--- config.mk ---
export PLATFORM = sky130hd
export DESIGN_NAME = isil_status_irq
export DESIGN_NICKNAME = d
export VERILOG_FILES = /design/src/include/isil_pkg.sv /design/src/verilog/isil_status_irq.sv
export VERILOG_INCLUDE_DIRS = /design/src /design/src/include
export SDC_FILE = /design/constraint.sdc
export NUM_CORES = 1
export LEC_CHECK = 0
export BUFFER_PORTS_ARGS = -buffer_cell sky130_fd_sc_hd__buf_2
export CORE_ASPECT_RATIO = 1.1
export CORE_MARGIN = 1
export CORE_UTILIZATION = 40
export DETAILED_ROUTE_END_ITERATION = 7
export HOLD_SLACK_MARGIN = 0.08
export REMOVE_ABC_BUFFERS = 1
export SYNTH_ARGS = -nofsm -noshare
export SYNTH_HDL_FRONTEND = slang
export SYNTH_SLANG_ARGS = --single-unit
--- constraint.sdc ---
create_clock -name clk_sys_i -period 1.72 [get_ports clk_sys_i]
set_input_delay 0.258 -clock clk_sys_i [delete_from_list [all_inputs] [get_ports clk_sys_i]]
set_output_delay 0.258 -clock clk_sys_i [all_outputs]
set_load 0.02 [all_outputs]
--- src/include/isil_consts.svh ---
// register offsets, field positions and reset values of the status and interrupt block
`ifndef ISIL_CONSTS_SVH
`define ISIL_CONSTS_SVH

`define ISIL_ADDR_W 4
`define ISIL_DATA_W 8

// register offsets
`define ISIL_OFF_CTL 4'h0
`define ISIL_OFF_STAT 4'h1
`define ISIL_OFF_IE 4'h2
`define ISIL_OFF_IFG 4'h3
`define ISIL_OFF_TXBUF 4'h4
`define ISIL_OFF_RXBUF 4'h5

// control register fields
`define ISIL_CTL_SWRST 0
`define ISIL_CTL_I2C 1
`define ISIL_CTL_MST 2
`define ISIL_CTL_SRC_SUB 3
`define ISIL_CTL_RST 8'h03
`define ISIL_CTL_MASK 8'h0F

// status register fields
`define ISIL_STAT_BUSY 4
`define ISIL_STAT_SCL_LOW 6

// flag and enable positions, shared by both registers
`define ISIL_F_AL 0
`define ISIL_F_STT 1
`define ISIL_F_STP 2
`define ISIL_F_NACK 3
`define ISIL_F_TX 4
`define ISIL_F_RX 5
`define ISIL_F_MASK 8'h3F
`define ISIL_DATA_MASK 8'h30
`define ISIL_STATE_MASK 8'h0F
`define ISIL_IE_RST 8'h00
`define ISIL_IFG_RST 8'h00

`endif

--- src/include/isil_pkg.sv ---
// types shared by the status and interrupt block
package isil_pkg;

   // clock request state, one-hot
   typedef enum logic [1:0] {
      ISIL_CLK_FOLLOW = 2'b01,
      ISIL_CLK_FORCED = 2'b10
   } isil_clk_state_type;

   // events from the protocol sequencer, one-cycle pulses except the levels noted
   typedef struct packed {
      logic start_det;  // start condition seen
      logic stop_det;   // stop condition seen
      logic addr_match; // own address matched with start
      logic nack_rx;    // expected acknowledge missing
      logic arb_lost;   // arbitration lost
      logic rx_loaded;  // byte moved into the receive buffer
      logic tx_taken;   // transmit buffer moved into the shifter
      logic wait_tx;    // level: holding clock low for transmit data
      logic wait_rx;    // level: holding clock low for a receive read
      logic busy;       // level: sequencer not idle
   } isil_evt_type;

   // the two shared request lines
   typedef struct packed {
      logic data;  // transmit and receive vector
      logic state; // state change vector
   } isil_irq_type;

endpackage

--- src/verilog/isil_status_irq.sv ---
// status, clock activation and interrupt flag logic of the two-wire bus controller
//
// Strobed register access and the register offsets were decided locally.
`timescale 1ns/1ps
`include "isil_consts.svh"

// Behaviour
// - clock low seen after release reads status, master mode only
// - own clock hold reads status too
// - brief status pulse at rising clock edge, master mode only
// - request submain clock while busy, overriding
// - hold request until idle, then follow
// - never request the auxiliary clock
// - forced clock is chip wide
// - slave mode works on bus clock; wakes
// - two requests: data flags, state flags
// - request needs flag, enable and global enable
// - transmit and receive flags drive DMA
// - tx flag set when ready, cleared write/nack
// - soft reset holds tx flag in I2C mode, clears enable
// - rx flag set on load, cleared read
// - soft reset clears rx flag and enable
// - arbitration loss flags, drops master select
// - nack flag set on nack, start clears
// - start flag on start with address match, slave mode only
// - stop flag on stop in slave mode, start clears
// - state flags share line with companion rx
// - data flags share line with companion tx
module isil_status_irq (
   input wire logic clk_sys_i,                          // system clock, 20 MHz
   input wire logic rst_b_i,                            // asynchronous reset, active low
   input wire logic [`ISIL_ADDR_W-1:0] addr_i,          // register address
   input wire logic [`ISIL_DATA_W-1:0] wdata_i,         // register write data
   input wire logic wr_i,                               // write strobe
   input wire logic rd_i,                               // read strobe
   output logic [`ISIL_DATA_W-1:0] rdata_o,             // read data, cycle after rd_i
   input wire logic scl_i,                              // bus clock line level
   input wire logic scl_drive_low_i,                    // sequencer drives the clock line low
   input wire isil_pkg::isil_evt_type evt_i,            // sequencer events
   input wire logic [`ISIL_DATA_W-1:0] rx_byte_i,       // received byte, valid with rx_loaded
   input wire logic global_irq_enable_i,                // processor global enable
   input wire logic companion_rx_flag_i,                // companion unit enabled receive request
   input wire logic companion_tx_flag_i,                // companion unit enabled transmit request
   output isil_pkg::isil_irq_type irq_o,                // shared request lines
   output logic dma_tx_trig_o,                          // transmit DMA trigger
   output logic dma_rx_trig_o,                          // receive DMA trigger
   output logic submain_clk_req_o,                      // force submain clock on
   output logic aux_clk_req_o,                          // auxiliary clock request, always low
   output logic master_select_o,                        // master mode selected
   output logic soft_reset_hold_o,                      // sequencer held in reset
   output logic [`ISIL_DATA_W-1:0] tx_buffer_o          // byte to transmit
);

   logic [`ISIL_DATA_W-1:0] ctl_ff;
   logic [`ISIL_DATA_W-1:0] ie_ff;
   logic [`ISIL_DATA_W-1:0] ifg_ff;
   logic [`ISIL_DATA_W-1:0] nxt_ctl;
   logic [`ISIL_DATA_W-1:0] nxt_ie;
   logic [`ISIL_DATA_W-1:0] nxt_ifg;
   logic [`ISIL_DATA_W-1:0] tx_buffer_ff;
   logic [`ISIL_DATA_W-1:0] rx_buffer_ff;
   logic [`ISIL_DATA_W-1:0] rdata_ff;
   logic [`ISIL_DATA_W-1:0] nxt_rdata;
   logic scl_meta_ff;
   logic scl_sync_ff;
   logic scl_low_ff;
   logic nxt_scl_low;
   isil_pkg::isil_clk_state_type clk_state_ff;
   isil_pkg::isil_clk_state_type nxt_clk_state;
   logic clk_req_ff;
   logic aux_req_ff;
   isil_pkg::isil_irq_type irq_ff;
   isil_pkg::isil_irq_type nxt_irq;
   logic dma_tx_ff;
   logic dma_rx_ff;
   logic swrst;
   logic i2c_mode;
   logic mst;
   logic wr_ctl;
   logic wr_ie;
   logic wr_ifg;
   logic wr_txbuf;
   logic rd_rxbuf;

   // address decode shared by the strobes
   function automatic logic reg_hit(input logic [`ISIL_ADDR_W-1:0] a, input logic [`ISIL_ADDR_W-1:0] off);
      reg_hit = (a == off);
   endfunction

   // true when any flag in the group is set and enabled
   function automatic logic group_req(input logic [`ISIL_DATA_W-1:0] f, input logic [`ISIL_DATA_W-1:0] e,
                                      input logic [`ISIL_DATA_W-1:0] m);
      group_req = |(f & e & m);
   endfunction

   // strobe decode and control fields
   assign wr_ctl = wr_i & reg_hit(addr_i, `ISIL_OFF_CTL);
   assign wr_ie = wr_i & reg_hit(addr_i, `ISIL_OFF_IE);
   assign wr_ifg = wr_i & reg_hit(addr_i, `ISIL_OFF_IFG);
   assign wr_txbuf = wr_i & reg_hit(addr_i, `ISIL_OFF_TXBUF);
   assign rd_rxbuf = rd_i & reg_hit(addr_i, `ISIL_OFF_RXBUF);
   assign swrst = ctl_ff[`ISIL_CTL_SWRST];
   assign i2c_mode = ctl_ff[`ISIL_CTL_I2C];
   assign mst = ctl_ff[`ISIL_CTL_MST];

   // control register; arbitration loss takes the master bit away
   always_comb
   begin
      nxt_ctl = ctl_ff;
      if (wr_ctl)
      begin
         nxt_ctl = wdata_i & `ISIL_CTL_MASK;
      end
      if (evt_i.arb_lost)
      begin
         nxt_ctl[`ISIL_CTL_MST] = 1'b0;
      end
   end

   always_ff @(posedge clk_sys_i or negedge rst_b_i)
   begin
      if (!rst_b_i)
         ctl_ff <= `ISIL_CTL_RST;
      else
         ctl_ff <= nxt_ctl;
   end

   // enable register; soft reset clears both data enables
   always_comb
   begin
      nxt_ie = ie_ff;
      if (wr_ie)
      begin
         nxt_ie = wdata_i & `ISIL_F_MASK;
      end
      if (swrst)
      begin
         nxt_ie[`ISIL_F_TX] = 1'b0;
         nxt_ie[`ISIL_F_RX] = 1'b0;
      end
   end

   always_ff @(posedge clk_sys_i or negedge rst_b_i)
   begin
      if (!rst_b_i)
         ie_ff <= `ISIL_IE_RST;
      else
         ie_ff <= nxt_ie;
   end

   // flags: clears first, then sets, then soft reset clears rx; an event in any other clearing cycle survives
   always_comb
   begin
      nxt_ifg = ifg_ff;
      if (wr_ifg)
      begin
         nxt_ifg = ifg_ff & ~wdata_i; // write one to clear
      end
      if (evt_i.start_det)
      begin
         nxt_ifg[`ISIL_F_NACK] = 1'b0;
         nxt_ifg[`ISIL_F_STP] = 1'b0;
      end
      if (evt_i.stop_det)
      begin
         nxt_ifg[`ISIL_F_STT] = 1'b0;
      end
      if (wr_txbuf | evt_i.nack_rx)
      begin
         nxt_ifg[`ISIL_F_TX] = 1'b0;
      end
      if (rd_rxbuf)
      begin
         nxt_ifg[`ISIL_F_RX] = 1'b0;
      end
      if (evt_i.arb_lost)
      begin
         nxt_ifg[`ISIL_F_AL] = 1'b1;
      end
      if (evt_i.nack_rx)
      begin
         nxt_ifg[`ISIL_F_NACK] = 1'b1;
      end
      if (evt_i.start_det & evt_i.addr_match & ~mst)
      begin
         nxt_ifg[`ISIL_F_STT] = 1'b1;
      end
      if (evt_i.stop_det & ~mst)
      begin
         nxt_ifg[`ISIL_F_STP] = 1'b1;
      end
      if (evt_i.tx_taken | (swrst & i2c_mode))
      begin
         nxt_ifg[`ISIL_F_TX] = 1'b1;
      end
      if (evt_i.rx_loaded)
      begin
         nxt_ifg[`ISIL_F_RX] = 1'b1;
      end
      if (swrst)
      begin
         nxt_ifg[`ISIL_F_RX] = 1'b0; // reset wins here
      end
   end

   always_ff @(posedge clk_sys_i or negedge rst_b_i)
   begin
      if (!rst_b_i)
         ifg_ff <= `ISIL_IFG_RST;
      else
         ifg_ff <= nxt_ifg;
   end

   // data buffers
   always_ff @(posedge clk_sys_i or negedge rst_b_i)
   begin
      if (!rst_b_i)
      begin
         tx_buffer_ff <= '0;
         rx_buffer_ff <= '0;
      end
      else
      begin
         if (wr_txbuf)
            tx_buffer_ff <= wdata_i;
         if (evt_i.rx_loaded)
            rx_buffer_ff <= rx_byte_i;
      end
   end

   // bus clock line synchroniser
   always_ff @(posedge clk_sys_i or negedge rst_b_i)
   begin
      if (!rst_b_i)
      begin
         scl_meta_ff <= 1'b1;
         scl_sync_ff <= 1'b1;
      end
      else
      begin
         scl_meta_ff <= scl_i;
         scl_sync_ff <= scl_meta_ff;
      end
   end

   // clock held low: in master mode someone else holds it after release, or we hold it waiting
   // in master mode the synchroniser lag makes this pulse briefly on each rising edge we release
   assign nxt_scl_low = (mst & ~scl_drive_low_i & ~scl_sync_ff)
                        | evt_i.wait_tx | evt_i.wait_rx;

   always_ff @(posedge clk_sys_i or negedge rst_b_i)
   begin
      if (!rst_b_i)
         scl_low_ff <= 1'b0;
      else
         scl_low_ff <= nxt_scl_low;
   end

   // submain clock request; the request goes to the chip clock system, not a gate
   always_comb
   begin
      nxt_clk_state = clk_state_ff;
      unique case (clk_state_ff)
         isil_pkg::ISIL_CLK_FOLLOW:
         begin
            if (ctl_ff[`ISIL_CTL_SRC_SUB] & evt_i.busy)
               nxt_clk_state = isil_pkg::ISIL_CLK_FORCED;
         end
         isil_pkg::ISIL_CLK_FORCED:
         begin
            if (~evt_i.busy)
               nxt_clk_state = isil_pkg::ISIL_CLK_FOLLOW;
         end
         default:
         begin
            nxt_clk_state = isil_pkg::ISIL_CLK_FOLLOW;
         end
      endcase
   end

   always_ff @(posedge clk_sys_i or negedge rst_b_i)
   begin
      if (!rst_b_i)
      begin
         clk_state_ff <= isil_pkg::ISIL_CLK_FOLLOW;
         clk_req_ff <= 1'b0;
         aux_req_ff <= 1'b0;
      end
      else
      begin
         clk_state_ff <= nxt_clk_state;
         clk_req_ff <= (nxt_clk_state == isil_pkg::ISIL_CLK_FORCED);
         aux_req_ff <= 1'b0;
      end
   end

   // request lines, level held while any enabled flag stays set
   always_comb
   begin
      nxt_irq.data = global_irq_enable_i &
                     (group_req(nxt_ifg, nxt_ie, `ISIL_DATA_MASK) | companion_tx_flag_i);
      nxt_irq.state = global_irq_enable_i &
                      (group_req(nxt_ifg, nxt_ie, `ISIL_STATE_MASK) | companion_rx_flag_i);
   end

   // request and trigger flops; they run without the internal clocks gated only by the sequencer
   always_ff @(posedge clk_sys_i or negedge rst_b_i)
   begin
      if (!rst_b_i)
      begin
         irq_ff <= '0;
         dma_tx_ff <= 1'b0;
         dma_rx_ff <= 1'b0;
      end
      else
      begin
         irq_ff <= nxt_irq;
         dma_tx_ff <= nxt_ifg[`ISIL_F_TX];
         dma_rx_ff <= nxt_ifg[`ISIL_F_RX];
      end
   end

   // read mux, answer in the cycle after the strobe
   always_comb
   begin
      nxt_rdata = '0;
      if (rd_i)
      begin
         unique case (addr_i)
            `ISIL_OFF_CTL: nxt_rdata = ctl_ff;
            `ISIL_OFF_STAT:
            begin
               nxt_rdata[`ISIL_STAT_SCL_LOW] = scl_low_ff;
               nxt_rdata[`ISIL_STAT_BUSY] = evt_i.busy;
            end
            `ISIL_OFF_IE: nxt_rdata = ie_ff;
            `ISIL_OFF_IFG: nxt_rdata = ifg_ff;
            `ISIL_OFF_TXBUF: nxt_rdata = tx_buffer_ff;
            `ISIL_OFF_RXBUF: nxt_rdata = rx_buffer_ff;
            default: nxt_rdata = '0;
         endcase
      end
   end

   always_ff @(posedge clk_sys_i or negedge rst_b_i)
   begin
      if (!rst_b_i)
         rdata_ff <= '0;
      else
         rdata_ff <= nxt_rdata;
   end

   // outputs
   assign rdata_o = rdata_ff;
   assign irq_o = irq_ff;
   assign dma_tx_trig_o = dma_tx_ff;
   assign dma_rx_trig_o = dma_rx_ff;
   assign submain_clk_req_o = clk_req_ff;
   assign aux_clk_req_o = aux_req_ff;
   assign master_select_o = ctl_ff[`ISIL_CTL_MST];
   assign soft_reset_hold_o = ctl_ff[`ISIL_CTL_SWRST];
   assign tx_buffer_o = tx_buffer_ff;
endmodule
==> results of run 1 <==
==> Yosys cell counts (all sizes together), types with 2 or more instances <==
| library cell | instances |
|---|---|
| inv | 8 |
| nor3 | 2 |
| and3b | 2 |
| a31oi | 2 |
| clkbuf | 2 |
| a221oi | 2 |
| dfstp | 5 |
| nor4b | 2 |
| a211oi | 3 |
| mux2 | 24 |
| ha | 2 |
| a21boi | 2 |
| nor4 | 2 |
| o31ai | 2 |
| and4bb | 2 |
| nand2b | 4 |
| nand3 | 4 |
| buf | 8 |
| a22oi | 4 |
| nor2 | 10 |
| nand2 | 11 |
| o21ai | 3 |
| a21oi | 12 |
| dfrtp | 45 |
| a222oi | 7 |
| mux2i | 2 |
==> critical path: stages, from the launching register on <==
cell and delay, ps:
dfstp_2 570, inv_1 50, ha_1 220, o21ai_0 170, a21oi_1 80, or2_2 280
nor2_1 100
==> worst paths after layout <==
kind | to | slack (ps) | from | depth (start not counted)
setup / recovery | submain_clk_req_o$_DFF_PN0_ | 200 | clk_state_ff[0]$_DFF_PN1_ | 6
hold / removal | ctl_ff[2]$_DFFE_PN0P_ | 110 | evt_i[5] | 2
setup reg to reg | submain_clk_req_o$_DFF_PN0_ | 200 | clk_state_ff[0]$_DFF_PN1_ | 6
hold reg to reg | scl_sync_ff$_DFF_PN1_ | 360 | scl_meta_ff$_DFF_PN1_ | 0
max in group asynchronous | ctl_ff[0]$_DFFE_PN1P_ | 690 | rst_b_i | 3
min in group asynchronous | scl_low_ff$_DFF_PN0_ | 450 | rst_b_i | 2
==> stage by stage <==
step                worst slack [ps]  cells
floorplan                        129    174
global placement                20.2    333
detailed placement             -21.3    333
CTS                              197    343
global route                    69.0    343
finish                           198    343
==> where the power goes <==
part / total (mW) / internal [mW] / switching, mW / leakage [nW]
Sequential: 1.47 / 1.35 / 0.120 / 0.614
Combinational: 0.630 / 0.284 / 0.346 / 0.746
Clock: 0.767 / 0.369 / 0.397 / 0.0544
==> metal layers <==
metal,wire (µm),vias up,track usage
met5,0,-,0
met3,278,18,0.0372
li1,-,843,-
met2,2590,71,0.337
met4,187,0,0.0962
met1,2440,873,0.241
==> cell type report <==
| class | count | area (µm²) |
|---|---|---|
| Fill cell | 503 | 2500 |
| Sequential cell | 50 | 1260 |
| Multi-Input combinational cell | 116 | 928 |
| Timing Repair Buffer | 86 | 510 |
| Clock buffer | 7 | 96.3 |
| Tap cell | 75 | 93.8 |
| Inverter | 8 | 30.0 |
| Clock inverter | 1 | 8.76 |
==> flip-flops by register name (all words and copies together), names as in the netlist, 2 cells and up <==
signal        count
ifg_ff            8
rdata_o           8
rx_buffer_ff      8
tx_buffer_o       8
ie_ff             6
ctl_ff            4
clk_state_ff      2
irq_o             2
==> cell families after synthesis <==
kind of cell,Yosys count,share of synthesized area
AND/OR/NAND/NOR,42,0.118
adder cells (fa/ha/maj),2,0.0110
other,1,0.00165
multiplexers,26,0.131
buffers and inverters,18,0.0391
flip-flops,50,0.553
XOR/XNOR,1,0.00385
AO/OA/AOI/OAI,44,0.142
==> run summary, run 1 <==
Full die area: 5990 µm²
LEAKAGE: 1.41 nW
Cells after Synth: 184
Least-Margin Pin Slew: 513 ps
Crit-path max FO: 4
Gr ovfl total: 0
Postcts setup bufs: 0
Synth cell types: 45
DRC: 0
Final ANT Viol Nets: 0
Area after DPL: 2800 µm²
Commonest non-fill, non-tap cell in the layout: buf_2
Endpoints failing setup: 0
1st-pass router iterations: 4
I/O Buffers: 61
Highest-count cells in the layout ignoring fill and taps: buf_2, dfrtp_1, buf_4
Post-synth top area cell: dfrtp_1
Final hold vios: 0
DR iter-0 viols: 81
Post-synth EDFFs: 0
Synth top area share: 0.495
Largest cells by area after synthesis: dfrtp_1, mux2_1, dfstp_2, mux2_2, a222oi_1
Prevailing post-synth register cell: dfrtp_1
Hold_buf cts: 2
Unrepaired setup endpoints after global routing: no
DP Wirelength: 4290 µm
Pwr/cell area: 980 nW/µm²
Yosys warnings: 0
Final Cell Area: 2930 µm²
Die W: 73.9 µm
Layout Nets: 308
Antenna cells: 0
Htree depth: 2
Async set-reset flop share out of synthesis: 1.00
Post-synthesis sequential area ratio: 0.553
Gr usage total: 0.199
Flops & latches, synth: 50
TritonCTS clock tree: yes
Synthesis-to-finish area growth: 28.6%
Clock skew: 4.58 ps
Layout cell share with drive strength beyond 1: 0.425
Tmin final: 1520 ps
CTS max path bufs: 2
Clock slew at reported path FFs: 90 ps
Max-slew violations: 0
Initial antenna violation count: 0
RD Place Congestion: 0.841
Normalized max-slew margin: 0.658
Sink Count: 50
Num rows: 28
Final worst path period share: 0.885
Resized cells post-CTS: 0
Fmax: 657 MHz
Critical path type: reg2reg
I/O pin count: 63
Avg Inst Size Synth: 12.4 µm²
Arrival time at the worst endpoint: 1760 ps
Worst Hold Margin: 114 ps
Setup crit end kind: flop
Worst ir drop on vdd: 0.482 mV
Initial Util: 0.419
Vias per inst: 5.26
Critical path launch point type: flop
Clk root buf: clkbuf_8
Routed length per instance: 16.0 µm
Synth Cell Area: 2270 µm²
CTS Buf Count: 5
Die Height: 81.1 µm
Final Util: 0.539
HP Class: in2reg
Largest net degree at the start of global routing: 23
Post-Route WL: 5490 µm
Global-route wire length before repair: 8740 µm
Via count: 1805
Max-cap violations: 0
Placeable core region: 5430 µm²
CP required: 1960 ps
Clock latency on the worst-skew pair: 300 ps
Setup tns final: 0 ps
Total power: 2.87 mW
Vias in the first global route: 1827
Status: completed
Power figures use the tool's default switching activity.
==> run 2, diff against run 1 <==
--- a/config.mk
+++ b/config.mk
@@ -6,6 +6,7 @@
 export SDC_FILE = /design/constraint.sdc
 export NUM_CORES = 1
 export LEC_CHECK = 0
+export ABC_AREA = 1
 export BUFFER_PORTS_ARGS = -buffer_cell sky130_fd_sc_hd__buf_2
 export CORE_ASPECT_RATIO = 1.1
 export CORE_MARGIN = 1
==> run 2 against run 1 <==
  * Cell area decreased by 2.7%
  * Non-clock buffer count is 19 lower
  * Utilization fell by 1.8 points
  * Count of clock-buffer cells in the layout stayed put
  * Sequential share of layout area increased by 1.2 points
  * Critical path depth shrank 1
  * Clock power increased by 3.9%
  * Critical endpoint unchanged
  * Largest cell class unchanged
  * Largest power group unchanged
  * Highest routed layer unchanged
==> run summary, run 2 <==
Status: completed
Tmin final: 1290 ps (-233 ps)
Flop pwr share: 0.492 (-0.021)
Placeable core region: 5470 µm² (+0.65%)
Resized cells post-CTS: 0 (unchanged)
Routed length per instance: 13.4 µm (-16%)
Pwr/cell area: 1030 nW/µm² (+5.0%)
Post-synthesis sequential area ratio: 0.545 (-0.00779)
Clock slew at reported path FFs: 90 ps (about the same)
DP Wirelength: 4480 µm (+4.3%)
Sw power: 0.896 mW (+3.8%)
LEAKAGE: 1.51 nW (+6.6%)
Htree depth: 2 (unchanged)
HP Class: in2reg
Unrepaired setup endpoints after global routing: no
Setup tns final: 0 ps (unchanged)
Antenna cells: 0 (unchanged)
Commonest non-fill, non-tap cell in the layout: buf_2
Vias in the first global route: 1901 (+4.1%)
Final hold vios: 0 (unchanged)
Gr usage total: 0.202 (+0.00294)
Synth Cell Area: 2310 µm² (+1.4%)
Top delay family on crit path: flip-flops
Worst Hold Margin: 138 ps (+23.8 ps)
Most frequent cell after synthesis: nand2_1
1st-pass router iterations: 4 (unchanged)
Setup crit end kind: flop
Critical path type: reg2reg
I/O Buffers: 61 (unchanged)
Initial Util: 0.422 (+0.00327)
Num rows: 28 (unchanged)
Prevailing post-synth register cell: dfrtp_1
Largest net degree at the start of global routing: 23 (unchanged)
Initial antenna violation count: 0 (unchanged)
CTS max path bufs: 2 (unchanged)
Clock skew: 9.72 ps (+5.14 ps)
Fillers: 542 (+7.8%)
Synth cell count leaders: nand2_1, dfrtp_1, inv_1
Vias per inst: 4.73 (-10%)
Max-cap violations: 0 (unchanged)
Least-Margin Pin Slew: 501 ps (-12.0 ps)
TritonCTS clock tree: yes
Cells after Synth: 272 (+48%)
Sink Count: 50 (unchanged)
Critical path launch point type: flop
Endpoints failing setup: 0 (unchanged)
Global-route wire length before repair: 9140 µm (+4.6%)
Normalized max-slew margin: 0.666 (+0.00798)
Clk root buf: clkbuf_8
Synth top area share: 0.488 (-0.00698)
Net Sw Frac: 0.306 (+0.00464)
CP max stage cell: dfstp_2
Max-slew violations: 0 (unchanged)
Postcts setup bufs: 0 (unchanged)
Crit-path max FO: 3 (-1)
Die W: 74.4 µm (+0.70%)
Gr ovfl total: 0 (unchanged)
Largest cells by area after synthesis: dfrtp_1, nand2_1, inv_1, dfstp_2, o21ai_0
Arrival time at the worst endpoint: 1530 ps (-230 ps)
DRC: 0 (unchanged)
Clock power frac: 0.272 (+0.005)
Full die area: 6080 µm² (+1.4%)
Delay of the slowest critical-path stage: 560 ps (about the same)
CP bufs+invs: 1 (unchanged)
Post-synth EDFFs: 0 (unchanged)
Final ANT Viol Nets: 0 (unchanged)
Layout cell share with drive strength beyond 1: 0.275 (-0.151)
Final worst path period share: 0.749 (-0.135)
Yosys warnings: 0 (unchanged)
CTS Buf Count: 5 (unchanged)
Highest-count cells in the layout ignoring fill and taps: buf_2, nand2_1, dfrtp_1
Flops & latches, synth: 50 (unchanged)
Cells along the critical path: inv_1, ha_1, a21oi_1, nand2_1, nor2_1
Synth cell types: 28 (-38%)
CP required: 1960 ps (about the same)
Fmax: 776 MHz (+18%)
Worst ir drop on vdd: 0.396 mV (-18%)
Synthesis-to-finish area growth: 23.4%
Comb pwr share: 0.236 (+0.016)
I/O pin count: 63 (unchanged)
DR iter-0 viols: 94 (+16%)
Internal power: 2.03 mW (+1.5%)
Post-Route WL: 5590 µm (+1.9%)
Layout Nets: 382 (+24%)
Avg Inst Size Synth: 8.48 µm² (-31%)
RD Place Congestion: 0.891 (+5.8%)
Clock latency on the worst-skew pair: 300 ps (about the same)
Via count: 1974 (+9.4%)
Post-synth top area cell: dfrtp_1
Async set-reset flop share out of synthesis: 1.00 (unchanged)
Die Height: 81.7 µm (+0.70%)
==> run 2: changes by cell type after synthesis, sizes merged, moves of 7 or more <==
cell    before  now
a222oi       7    0
inv          8   50
mux2        24    0
nand2       11   63
nand3        4   19
nor2        10   28
o21ai        3   20
o22ai        1   12
==> run 2: kinds of logic after synthesis <==
family | Yosys count | share of synthesized area
flops | 50 | 0.545
buf+inv | 55 | 0.0938
simple gates | 116 | 0.229
compound gates | 48 | 0.120
other cells | 1 | 0.00163
fa+ha+maj | 2 | 0.0108
==> run 2: repair_timing <==
item	CTS	global route
hold buffers	2	0
endpoints found under the setup margin	0	0
endpoints found under the hold margin	20	0
==> run 2: area by class of cell <==
type | instances | area, µm² | area share
flip-flops and latches | 50 | 1260 | 0.442
inverters | 50 | 188 | 0.0659
clock inverters | 1 | 30.0 | 0.0105
clock buffers | 7 | 76.3 | 0.0268
multi-input cells | 167 | 833 | 0.293
repair buffers | 67 | 368 | 0.129
well taps | 75 | 93.8 | 0.0330
==> run 2: worst paths after layout <==
check | startpoint | endpoint | slack (ps) | cells after the start
max | clk_state_ff[0]$_DFF_PN1_ | submain_clk_req_o$_DFF_PN0_ | 430 | 5
min | scl_drive_low_i | scl_low_ff$_DFF_PN0_ | 140 | 2
max reg2reg | clk_state_ff[0]$_DFF_PN1_ | submain_clk_req_o$_DFF_PN0_ | 430 | 5
min reg2reg | scl_meta_ff$_DFF_PN1_ | scl_sync_ff$_DFF_PN1_ | 360 | 0
max in group asynchronous | rst_b_i | scl_meta_ff$_DFF_PN1_ | 670 | 3
min in group asynchronous | rst_b_i | rx_buffer_ff[7]$_DFFE_PN0P_ | 450 | 2
==> run 2: per-stage QoR <==
step	worst slack, ps	instance area [µm²]	cells	power (mW)	utilization
3_3_place_gp	263	2720	407	2.15	0.498
6_report	431	2850	417	2.93	0.521
2_1_floorplan	512	2280	267	1.87	-
3_5_place_dp	185	2720	407	2.16	0.498
5_1_grt	357	2850	417	3.11	0.521
4_1_cts	422	2850	417	2.97	0.521
==> run 2: power groups by stage <==
stage          Sequential [mW]  Clock [mW]  Combinational [mW]
6_report                  1.44       0.797               0.693
5_1_grt                   1.46       0.866               0.776
4_1_cts                   1.44       0.829               0.703
3_5_place_dp              1.47           0               0.697
3_3_place_gp              1.46           0               0.689
2_1_floorplan             1.56           0               0.318
==> run 2: metal layers <==
layer	GRT usage	part of all wire	wire, µm
met1	0.268	0.46	2600
met2	0.333	0.47	2600
met3	0.0405	0.053	295
met4	0.0566	0.017	93
met5	0	0	0
